--- src/logic/rgbp_defines.vh ---
// Constants for the three-channel LED PWM block
`ifndef RGBP_DEFINES_VH
`define RGBP_DEFINES_VH

// ----------------------------------------
// Clocks and timing
// ----------------------------------------
`define RGBP_CLK_HZ 200000000
`define RGBP_OSC_HZ 16000000
`define RGBP_TICK_DIV ((`RGBP_CLK_HZ + `RGBP_OSC_HZ / 2) / `RGBP_OSC_HZ)
`define RGBP_TICK_W 4
`define RGBP_RAMP_NS 1000
`define RGBP_CLK_MHZ 200
`define RGBP_RAMP_CYC ((`RGBP_RAMP_NS * `RGBP_CLK_MHZ) / 1000)
`define RGBP_RAMP_W 8

// ----------------------------------------
// PWM geometry
// ----------------------------------------
`define RGBP_DUTY_W 12
`define RGBP_CNT_W 17
`define RGBP_BASE_LOG2 15
`define RGBP_QTR_LOG2 13
`define RGBP_SLOT_LOG2 3
`define RGBP_SHIFT_488 2'h0
`define RGBP_SHIFT_244 2'h1
`define RGBP_SHIFT_122 2'h2
`define RGBP_THR_488 8'h08
`define RGBP_THR_244 8'h04

// ----------------------------------------
// Phase offsets in quarter periods
// ----------------------------------------
`define RGBP_OFS_NONE 2'h0
`define RGBP_OFS_QTR 2'h1
`define RGBP_OFS_3QTR 2'h3

`endif

--- src/logic/rgbp_pwm.v ---
// Three-channel LED PWM with phase shift and current source power save
// How it works
// New duty takes effect only when the running period ends.
// Phase shift enable is captured by the initialisation strobe.
// Phase shift off: all channels follow red's timing, no offsets.
// Phase shift on: offsets hold even with differing channel frequencies.
// Slower channels stay aligned, skipping whole periods of the fast grid.
// Leaving power save restarts all channels with correct offsets.
// Green offset zero, red quarter period, blue three quarters.
// An all-zero colour command enters power save.
// Any non-zero colour command leaves power save, nothing more needed.
// Green restarts about 1 us after power save ends; the code restarts it as power save ends, 1 us after the sources switch on.
// Reset leaves colour zero, LEDs off, in power save.
// Offsets come from each channel's counter start within its own period.
// Each channel has a 12-bit duty.
// Base period is 2^15 oscillator ticks, doubled or quadrupled.
// Frequency per channel from its colour value and intensity scale.
`timescale 1ns/1ps
`default_nettype none
`include "rgbp_defines.vh"

// ----------------------------------------
// One PWM channel
// ----------------------------------------
module rgbp_channel
(
    input wire clk_sys,
    input wire rst,
    input wire tick,
    input wire run,
    input wire restart,
    input wire [`RGBP_CNT_W-1:0] master,
    input wire [1:0] offsetSel,
    input wire [`RGBP_DUTY_W-1:0] nextDuty,
    input wire [1:0] nextShift,
    output reg pwmOut
);
    reg [`RGBP_DUTY_W-1:0] activeDuty;
    reg [1:0] activeShift;
    reg started;
    wire [`RGBP_CNT_W-1:0] masterNext;
    wire [`RGBP_CNT_W-1:0] curCnt;
    wire [`RGBP_CNT_W-1:0] curNext;
    wire [`RGBP_CNT_W-1:0] newNext;
    reg [`RGBP_CNT_W-1:0] slotWide;
    reg [`RGBP_DUTY_W-1:0] slot;

    // Counter derived from the shared master so phase survives any period mix
    function [`RGBP_CNT_W-1:0] chanCount;
        input [`RGBP_CNT_W-1:0] m;
        input [1:0] ofs;
        input [1:0] sh;
        reg [`RGBP_CNT_W-1:0] off;
        reg [`RGBP_CNT_W-1:0] mask;
        begin
            off = {{(`RGBP_CNT_W-2){1'b0}}, ofs} << (`RGBP_QTR_LOG2 + sh);
            mask = ({{(`RGBP_CNT_W-1){1'b0}}, 1'b1} << (`RGBP_BASE_LOG2 + sh)) - 1'b1;
            // Subtracting puts this channel's boundary the offset after green's
            chanCount = (m - off) & mask;
        end
    endfunction

    assign masterNext = master + 1'b1;
    assign curCnt = chanCount(master, offsetSel, activeShift);
    assign curNext = chanCount(masterNext, offsetSel, activeShift);
    assign newNext = chanCount(masterNext, offsetSel, nextShift);

    always @*
    begin
        slotWide = curCnt >> (`RGBP_SLOT_LOG2 + activeShift);
        slot = slotWide[`RGBP_DUTY_W-1:0];
    end

    always @(posedge clk_sys or posedge rst)
    begin
        if (rst)
        begin
            activeDuty <= {`RGBP_DUTY_W{1'b0}};
            activeShift <= `RGBP_SHIFT_488;
            started <= 1'b0;
            pwmOut <= 1'b0;
        end
        else
        begin
            if (restart)
            begin
                // Delayed channels stay dark until their counter first wraps
                started <= offsetSel == `RGBP_OFS_NONE;
                activeDuty <= nextDuty;
                activeShift <= nextShift;
            end
            else if (run && tick && curNext == {`RGBP_CNT_W{1'b0}})
            begin
                // Swap on the tick that wraps the count, so no slot mixes duties
                activeDuty <= nextDuty;
                activeShift <= nextShift;
                // Off the new grid's boundary the channel sits out whole periods
                started <= newNext == {`RGBP_CNT_W{1'b0}};
            end
            pwmOut <= run && started && (slot < activeDuty);
        end
    end
endmodule // rgbp_channel

// ----------------------------------------
// Top: command capture, power save, timing
// ----------------------------------------
module rgbp_pwm
(
    input wire clk_sys,
    input wire rst,
    input wire initStrobe,
    input wire phaseShiftEnable,
    input wire [1:0] intensityScale,
    input wire setColour,
    input wire [7:0] colourRed,
    input wire [7:0] colourGreen,
    input wire [7:0] colourBlue,
    input wire [`RGBP_DUTY_W-1:0] dutyRed,
    input wire [`RGBP_DUTY_W-1:0] dutyGreen,
    input wire [`RGBP_DUTY_W-1:0] dutyBlue,
    output wire pwmRed,
    output wire pwmGreen,
    output wire pwmBlue,
    output reg powerSave,
    output reg currentSourceOn
);
    localparam ST_SAVE = 2'h0;
    localparam ST_RAMP = 2'h1;
    localparam ST_RUN = 2'h2;

    reg [1:0] state;
    reg [`RGBP_RAMP_W-1:0] rampCnt;
    reg [`RGBP_TICK_W-1:0] tickCnt;
    reg [`RGBP_CNT_W-1:0] master;
    reg phaseOn;
    reg [`RGBP_DUTY_W-1:0] pendRed;
    reg [`RGBP_DUTY_W-1:0] pendGreen;
    reg [`RGBP_DUTY_W-1:0] pendBlue;
    reg [1:0] shiftRed;
    reg [1:0] shiftGreen;
    reg [1:0] shiftBlue;
    wire tick;
    wire run;
    wire restart;
    wire colourZero;

    function [1:0] pickShift;
        input [7:0] colour;
        input [1:0] scale;
        begin
            if (colour >= (`RGBP_THR_488 << scale))
                pickShift = `RGBP_SHIFT_488;
            else if (colour >= (`RGBP_THR_244 << scale))
                pickShift = `RGBP_SHIFT_244;
            else
                pickShift = `RGBP_SHIFT_122;
        end
    endfunction

    assign colourZero = {colourRed, colourGreen, colourBlue} == 24'h000000;
    assign tick = tickCnt == (`RGBP_TICK_DIV - 1);
    assign run = state == ST_RUN;
    assign restart = state == ST_RAMP && rampCnt == (`RGBP_RAMP_CYC - 1);

    // ----------------------------------------
    // Commands and power save sequencing
    // ----------------------------------------
    always @(posedge clk_sys or posedge rst)
    begin
        if (rst)
        begin
            state <= ST_SAVE;
            powerSave <= 1'b1;
            currentSourceOn <= 1'b0;
            rampCnt <= {`RGBP_RAMP_W{1'b0}};
            phaseOn <= 1'b0;
            pendRed <= {`RGBP_DUTY_W{1'b0}};
            pendGreen <= {`RGBP_DUTY_W{1'b0}};
            pendBlue <= {`RGBP_DUTY_W{1'b0}};
            shiftRed <= `RGBP_SHIFT_122;
            shiftGreen <= `RGBP_SHIFT_122;
            shiftBlue <= `RGBP_SHIFT_122;
        end
        else
        begin
            if (initStrobe)
                phaseOn <= phaseShiftEnable;
            if (setColour)
            begin
                pendRed <= dutyRed;
                pendGreen <= dutyGreen;
                pendBlue <= dutyBlue;
                shiftRed <= pickShift(colourRed, intensityScale);
                shiftGreen <= pickShift(colourGreen, intensityScale);
                shiftBlue <= pickShift(colourBlue, intensityScale);
            end
            case (state)
                ST_SAVE:
                begin
                    if (setColour && !colourZero)
                    begin
                        state <= ST_RAMP;
                        currentSourceOn <= 1'b1;
                        rampCnt <= {`RGBP_RAMP_W{1'b0}};
                    end
                end
                ST_RAMP:
                begin
                    // Analog ramp-up before any channel may light
                    if (setColour && colourZero)
                    begin
                        state <= ST_SAVE;
                        currentSourceOn <= 1'b0;
                    end
                    else if (restart)
                    begin
                        state <= ST_RUN;
                        powerSave <= 1'b0;
                    end
                    else
                        rampCnt <= rampCnt + 1'b1;
                end
                default:
                begin
                    if (setColour && colourZero)
                    begin
                        state <= ST_SAVE;
                        powerSave <= 1'b1;
                        currentSourceOn <= 1'b0;
                    end
                end
            endcase
        end
    end

    // ----------------------------------------
    // Oscillator tick and shared phase counter
    // ----------------------------------------
    always @(posedge clk_sys or posedge rst)
    begin
        if (rst)
        begin
            tickCnt <= {`RGBP_TICK_W{1'b0}};
            master <= {`RGBP_CNT_W{1'b0}};
        end
        else
        begin
            if (restart || tick)
                tickCnt <= {`RGBP_TICK_W{1'b0}};
            else
                tickCnt <= tickCnt + 1'b1;
            if (restart)
                master <= {`RGBP_CNT_W{1'b0}};
            else if (run && tick)
                master <= master + 1'b1;
        end
    end

    // ----------------------------------------
    // Channels
    // ----------------------------------------
    rgbp_channel u_green
    (
        .clk_sys(clk_sys),
        .rst(rst),
        .tick(tick),
        .run(run),
        .restart(restart),
        .master(master),
        .offsetSel(`RGBP_OFS_NONE),
        .nextDuty(pendGreen),
        .nextShift(phaseOn ? shiftGreen : shiftRed),
        .pwmOut(pwmGreen)
    );

    rgbp_channel u_red
    (
        .clk_sys(clk_sys),
        .rst(rst),
        .tick(tick),
        .run(run),
        .restart(restart),
        .master(master),
        .offsetSel(phaseOn ? `RGBP_OFS_QTR : `RGBP_OFS_NONE),
        .nextDuty(pendRed),
        .nextShift(shiftRed),
        .pwmOut(pwmRed)
    );

    rgbp_channel u_blue
    (
        .clk_sys(clk_sys),
        .rst(rst),
        .tick(tick),
        .run(run),
        .restart(restart),
        .master(master),
        .offsetSel(phaseOn ? `RGBP_OFS_3QTR : `RGBP_OFS_NONE),
        .nextDuty(pendBlue),
        .nextShift(phaseOn ? shiftBlue : shiftRed),
        .pwmOut(pwmBlue)
    );
endmodule // rgbp_pwm
`default_nettype wire

--- config.mk ---
export PLATFORM = sky130hd
export DESIGN_NAME = rgbp_pwm
export DESIGN_NICKNAME = d
export VERILOG_FILES = /design/src/logic/rgbp_pwm.v
export VERILOG_INCLUDE_DIRS = /design/src /design/src/logic
export SDC_FILE = /design/constraint.sdc
export NUM_CORES = 1
export LEC_CHECK = 0
export ABC_AREA = 0
export ABC_CLOCK_PERIOD_IN_PS = 7750
export BUFFER_PORTS_ARGS = -buffer_cell sky130_fd_sc_hd__buf_4
export CAP_MARGIN = 20
export CORE_ASPECT_RATIO = 1.1
export CORE_MARGIN = 8
export CORE_UTILIZATION = 65
export CTS_CLUSTER_DIAMETER = 200
export CTS_CLUSTER_SIZE = 24
export DETAILED_ROUTE_END_ITERATION = 12
export PLACE_DENSITY = 0.86
export REMOVE_ABC_BUFFERS = 1
export SLEW_MARGIN = 20
export SYNTH_ARGS = -nofsm -noshare
export SYNTH_HDL_FRONTEND = slang
export SYNTH_SLANG_ARGS = --single-unit
--- constraint.sdc ---
create_clock -name clk_sys -period 7.75 [get_ports clk_sys]
set_input_delay 0.775 -clock clk_sys [delete_from_list [all_inputs] [get_ports clk_sys]]
set_output_delay 0.775 -clock clk_sys [all_outputs]
set_load 0.02 [all_outputs]
Yosys cells after proc, flatten, opt, wreduce, memory -nomap -nowiden
Cells that the tools add are included.
Cells by class
  multiplexer cells: 47
  order comparisons: 9
  add/sub/neg operators: 33
  bitwise gates (word level): 10
  shifts and indexed selects: 17
  equality and inequality tests: 9
  reductions and logical operators: 37
Operators with widths (count)
  1-bit by 32-bit left shift with 17-bit output, first input constant: 8
  17-bit bitwise AND: 9
  17-bit subtractor: 9
  17-bit zero test: 6
  17-bit by 1-bit subtractor with 17-bit output, second input constant: 6
  17-bit by 32-bit right shift with 12-bit output: 3
  12-bit 2-to-1 mux: 6
  1-bit by 32-bit left shift with 17-bit output: 2
  2-bit by 32-bit left shift with 17-bit output: 2
  4-bit by 2-bit adder with 5-bit output, first input constant: 12
  8-bit greater-or-equal comparator: 6
  2-bit 2-to-1 mux: 19
  12-bit < comparator: 3
  17-bit 2-to-1 mux: 2
  24-bit zero test: 1
  8-bit 2-to-1 mux: 3
  17-bit by 1-bit adder with 17-bit output, second input constant: 1
  8-bit one-hot mux with 2 select lines: 1
  2-bit nonzero test: 7
  1-bit logical AND: 13
  1-bit 2-to-1 mux: 13
  2-bit by 2-bit adder with 3-bit output, first input constant: 3
  8-bit by 1-bit adder with 8-bit output, second input constant: 1
  8-bit equality test, second input constant: 1
  other kinds (19): 25
Word-level totals
  bits in registers: 124
  input bits: 67
  output and inout bits: 5

Logic depth before layout (Yosys ltp)
  depth after elaboration: 8
  depth in mapped cells: 23
  depth with buffers taken out: 21

Modules after synthesis
Synthesis repeated with hierarchy kept, for this count alone.
Unflattened totals
  cell total of the unflattened synthesis: 1920
  area, all modules: 15677.5 sq um
Modules (own cells, without submodules)
  rgbp_channel (u_green ...): cells an instance 528, times used 2, area an instance 3905.0 sq um, seq. area each 400.4 sq um
  rgbp_channel (u_blue): cells an instance 504, times used 1, area an instance 3936.3 sq um, seq. area each 400.4 sq um
  rgbp_pwm: cells an instance 360, times used 1, area an instance 3931.3 sq um, seq. area each 1906.8 sq um

Worst setup path after synthesis
OpenSTA, ideal clock, no wires.
  kind: flip-flop to flip-flop
  from: reg u_blue.activeShift[1]
  to: reg u_blue.pwmOut
  cell stages (with the launch flop): 22
  required time: 7668 ps
  data arrival time: 4134 ps
  slack: 3534 ps
  period minus slack after synthesis: 4216 ps
  path buffers: 1
  cell sequence: dfrtp_1 clkinv_1 clkbuf_1 ha_1 nand2b_1 or2_2 ha_1 or2_2 a21oi_1 a31oi_1 xor2_1 and2_1 nand2_1 o21ai_0 mux2_2 ha_1 a21o_1 a21oi_1 nor2b_1 o21ai_0 nand2_1 a31oi_1
On the way
  cells in the longest elaborated chain, start to end: 7
  elaborated cells on any way between the ends: 11
  those cells by class: 5 x add/sub; 1 x order compare; 3 x shift; 1 x bitwise; 1 x reduce/logical
RTL lines
  start, declared: line rgbp_pwm.v:39  | reg [1:0] activeShift;
  start signal, assigned: line rgbp_pwm.v:79  | activeShift <= `RGBP_SHIFT_488;
  start signal, assigned: line rgbp_pwm.v:90  | activeShift <= nextShift;
  start signal, assigned: line rgbp_pwm.v:96  | activeShift <= nextShift;
  4-bit by 2-bit adder with 5-bit output (no line)
  2-bit by 32-bit left shift with 17-bit output / 1-bit by 32-bit left shift with 17-bit output (equally long branches): line rgbp_pwm.v:56, rgbp_pwm.v:57
  17-bit subtractor / 17-bit by 1-bit subtractor with 17-bit output (equally long branches): line rgbp_pwm.v:59, rgbp_pwm.v:57
  17-bit bitwise AND: line rgbp_pwm.v:59  | chanCount = (m - off) & mask;
  17-bit by 32-bit right shift with 12-bit output *: line rgbp_pwm.v:70  | slotWide = curCnt >> (`RGBP_SLOT_LOG2 + activeShift);
  12-bit < comparator *: line rgbp_pwm.v:100  | pwmOut <= run && started && (slot < activeDuty);
  1-bit logical AND *: line rgbp_pwm.v:100
  end signal, assigned: line rgbp_pwm.v:100
  end, declared: line rgbp_pwm.v:36  | output reg pwmOut
Every way passes the cells marked *; elsewhere a longest branch is shown, timed or not.
A chain may end at the register's enable or synchronous reset.

Worst setup path after layout
  from: reg master[1]
  to: reg u_blue.activeDuty[10]
On the way
  cells in the longest elaborated chain, start to end: 6
RTL lines
  start, declared: line rgbp_pwm.v:135  | reg [`RGBP_CNT_W-1:0] master;
  start signal, assigned: line rgbp_pwm.v:245  | master <= {`RGBP_CNT_W{1'b0}};
  start signal, assigned: line rgbp_pwm.v:254  | master <= {`RGBP_CNT_W{1'b0}};
  start signal, assigned: line rgbp_pwm.v:256  | master <= master + 1'b1;
  17-bit by 1-bit adder with 17-bit output: line rgbp_pwm.v:63  | assign masterNext = master + 1'b1;
  17-bit subtractor: line rgbp_pwm.v:59
  17-bit bitwise AND: line rgbp_pwm.v:59
  17-bit zero test: line rgbp_pwm.v:92  | else if (run && tick && curNext == {`RGBP_CNT_W{1'b0}})
  1-bit logical AND: line rgbp_pwm.v:92
  2-bit nonzero test (no line)
  end signal, assigned: line rgbp_pwm.v:78  | activeDuty <= {`RGBP_DUTY_W{1'b0}};
  end signal, assigned: line rgbp_pwm.v:89  | activeDuty <= nextDuty;
  end signal, assigned: line rgbp_pwm.v:95  | activeDuty <= nextDuty;
  end, declared: line rgbp_pwm.v:38  | reg [`RGBP_DUTY_W-1:0] activeDuty;
Every way passes these cells.

==> impl_metrics.env <==
export IMPL_status="finished, final reports clean"
export IMPL_crit_chain="ha_1 -> nand3_4 -> nor3_1 -> and3_1 -> xnor2_1 -> inv_1 -> ha_1 -> nor3_1 -> o21bai_1 -> a21oi_1 -> xnor2_1 -> xnor2_1 -> nand2_1 -> nand4_1 -> o31ai_4 -> mux2_2"
export IMPL_maxCapViolCount=0
export IMPL_report_final_slew_viol_count=0
export IMPL_insertion_delay_ps=440
export IMPL_cp_data_required_time_ps=8070
export IMPL_core_area_sq_um=16200
export IMPL_drive_gt1_frac=0.187
export IMPL_cp_top_family="simple AND/OR/NAND/NOR gates"
export IMPL_crit_path_top_delay_cell="o31ai_4"
export IMPL_ant_nets=0
export IMPL_vias_per_cell=6.48
export IMPL_slowest_delay_ps=880
export IMPL_period_share=0.670
export IMPL_finalHoldViolCount=0
export IMPL_clk_path_buf_depth=2
export IMPL_cts_sinks=124
export IMPL_dieArea_sq_um=20900
export IMPL_setup_viol=0
export IMPL_worst_pin_slew_ps=1100
export IMPL_synth_cell_types=81
export IMPL_grt_usage=0.268
export IMPL_num_antenna_cells=0
export IMPL_critPathKind="flip-flop to flip-flop"
export IMPL_critPathCaptureType="flip-flop"
export IMPL_powerDensity_nw_per_um2=157
export IMPL_clock_fmax_mhz=192
export IMPL_place_hpwl_microns=19400
export IMPL_async_flop_share=1.00
export IMPL_drtIter0Drc=962
export IMPL_cts_buffers_inserted=17
export IMPL_routed_wirelength_microns=27400
export IMPL_syn_cell_area_sq_um=10700
export IMPL_startpoint_type="flip-flop"
export IMPL_area_growth_pct=12.2
export IMPL_final_common_cell="ha_1"
export IMPL_cts_tree="done"
export IMPL_slew_headroom=0.264
export IMPL_antenna_found_initial=0
export IMPL_dieHeight_microns=151
export IMPL_final_cell_mix="ha_1, dfrtp_1, nor2_1"
export IMPL_synth_yosys_seq_area_share=0.290
export IMPL_synth_edf_count=0
export IMPL_clkTransAtPathRegs_ps=60
export IMPL_ctsHoldBuffers=0
export IMPL_synth_cells=1170
export IMPL_synthTopCellsByArea="dfrtp_1, ha_1, mux2_2"
export IMPL_syn_avg_cell_area_sq_um=9.17
export IMPL_synthSimpleGateAreaFrac=0.173
export IMPL_cts_resized=0
export IMPL_h_tree_depth=4
export IMPL_synth_warnings=0
export IMPL_crit_path_frequent_cell="xnor2_1"
export IMPL_io_pins=72
export IMPL_synth_area_mux_share=0.127
export IMPL_period_minus_slack_ps=5200
export IMPL_ir_drop_v=0.000153
export IMPL_vias=9344
export IMPL_grt_pass1_wl_microns=45600
export IMPL_synth_compound_area_frac=0.157
export IMPL_grt_pass1_vias=9478
export IMPL_cts_root_buffer="clkbuf_16"
export IMPL_placementRows=49
export IMPL_route_detailed_drc=0
export IMPL_nets=1417
export IMPL_die_x_microns=138
export IMPL_finalSetupTns_ps=0
export IMPL_routabilityCongestion=1.08
export IMPL_synth_ff_type="dfrtp_1"
export IMPL_portBuffers=71
export IMPL_ys_ff_latch=124
export IMPL_grt_max_degree=87
export IMPL_yosysTopAreaCellShare=0.280
export IMPL_start_util=0.660
export IMPL_synth_xor_area_frac=0.0572
export IMPL_final_util=0.741
export IMPL_path_buf_inv=1
export IMPL_synth_top_family_by_area="simple AND/OR/NAND/NOR gates"
export IMPL_drt_pass1_iter_count=6
export IMPL_wire_per_inst_microns=19.0
export IMPL_yosysTopAreaCell="dfrtp_1"
export IMPL_post_cts_buffers=0
export IMPL_hold_class="primary input to asynchronous set/reset pin"
export IMPL_power_leakage_nw=5.36
export IMPL_skew_ps=9.98
export IMPL_grt_overflow=0
export IMPL_synth_fa_ha_area_frac=0.146
export IMPL_power_mw=1.89
export IMPL_arrival_ps=5520
export IMPL_path_max_fanout=15
export IMPL_rsz0062_at_grt="false"
==> layout make-up <==
| class | instances | area, sq um |
|---|---|---|
| Multi-Input combinational cell | 930 | 7130 |
| Fill cell | 1127 | 4210 |
| Sequential cell | 124 | 3110 |
| Timing Repair Buffer | 78 | 589 |
| Clock buffer | 19 | 453 |
| Inverter | 74 | 280 |
| Tap cell | 204 | 255 |
| Clock inverter | 13 | 213 |
==> sequential cells by signal, summed over array words and instances (netlist names), 4 cells and up <==
register and count:
pendBlue 12, u_blue.activeDuty 12, tickCnt 4, u_green.activeDuty 12, master 17, u_red.activeDuty 12
pendRed 12, rampCnt 8, pendGreen 12
==> synthesized netlist by cell type (4+ instances only) <==
library cell / instances
o21ai_0: 74
o22ai_1: 9
nor3_1: 27
inv_1: 71
nor2b_1: 13
dfrtp_1: 120
dfstp_2: 4
nand2b_1: 23
and3_1: 10
buf_1: 8
mux2i_1: 15
mux2_2: 75
nand4b_1: 5
ha_1: 125
or2_2: 6
nor4_1: 12
and2_1: 10
or3_1: 9
a211oi_1: 7
nand2_1: 73
mux2_4: 8
nand3b_1: 8
a21o_1: 19
nand3_1: 49
a31oi_1: 18
buf_2: 10
clkbuf_1: 30
nor2_1: 83
xor2_1: 24
xnor2_1: 46
mux4_2: 11
a21oi_1: 46
o21a_1: 24
nand4_1: 14
o211ai_1: 7
o221ai_1: 4
==> cells by family (layout without fill, tap and decap cells) <==
family,after synthesis,after routing
DFF,124,124
AOI/OAI and AO/OA,255,255
buffers and inverters,127,184
adders and majority gates,125,125
other,2,13
xor gates and xnor gates,70,70
and+or+nand+nor,358,358
muxes,109,109
==> per-stage QoR <==
stage / worst slack, ps / cell area [sq um] / hold slack (ps) / std cells
floorplan: 3450 / 10500 / 456 / 1128
global placement: 2940 / 11400 / 463 / 1410
detailed placement: 2710 / 11400 / 466 / 1410
CTS: 2700 / 12000 / 372 / 1442
global route: 2190 / 12000 / 410 / 1442
finish: 2550 / 12000 / 358 / 1442
==> final timing paths <==
check	slack, ps	to	cells past startpoint	from
max in group asynchronous	6260	u_blue.started$_DFFE_PP0P_	3	rst
hold / removal	360	u_green.pwmOut$_DFF_PP0_	2	rst
hold reg to reg	470	powerSave$_DFFE_PP1P_	2	powerSave$_DFFE_PP1P_
setup reg to reg	2550	u_blue.activeDuty[10]$_DFFE_PP0P_	16	master[1]$_DFFE_PP0P_
setup / recovery	2550	u_blue.activeDuty[10]$_DFFE_PP0P_	16	master[1]$_DFFE_PP0P_
min in group clk_sys	470	powerSave$_DFFE_PP1P_	2	powerSave$_DFFE_PP1P_
==> report_power, final <==
group          switching, mW  total (mW)  internal (mW)
Combinational          0.144       0.274          0.130
Clock                  0.315       0.904          0.589
Sequential            0.0297       0.716          0.687
Total                  0.488        1.89           1.41
==> per-layer routing <==
| metal | track usage | wire, microns | share of wire |
|---|---|---|---|
| met4 | 0.186 | 1730 | 0.063 |
| met5 | 0 | 0 | 0 |
| met2 | 0.449 | 12800 | 0.47 |
| met3 | 0.0647 | 2490 | 0.091 |
| met1 | 0.299 | 10500 | 0.38 |
No activity file was read; power rests on OpenSTA's default activity.
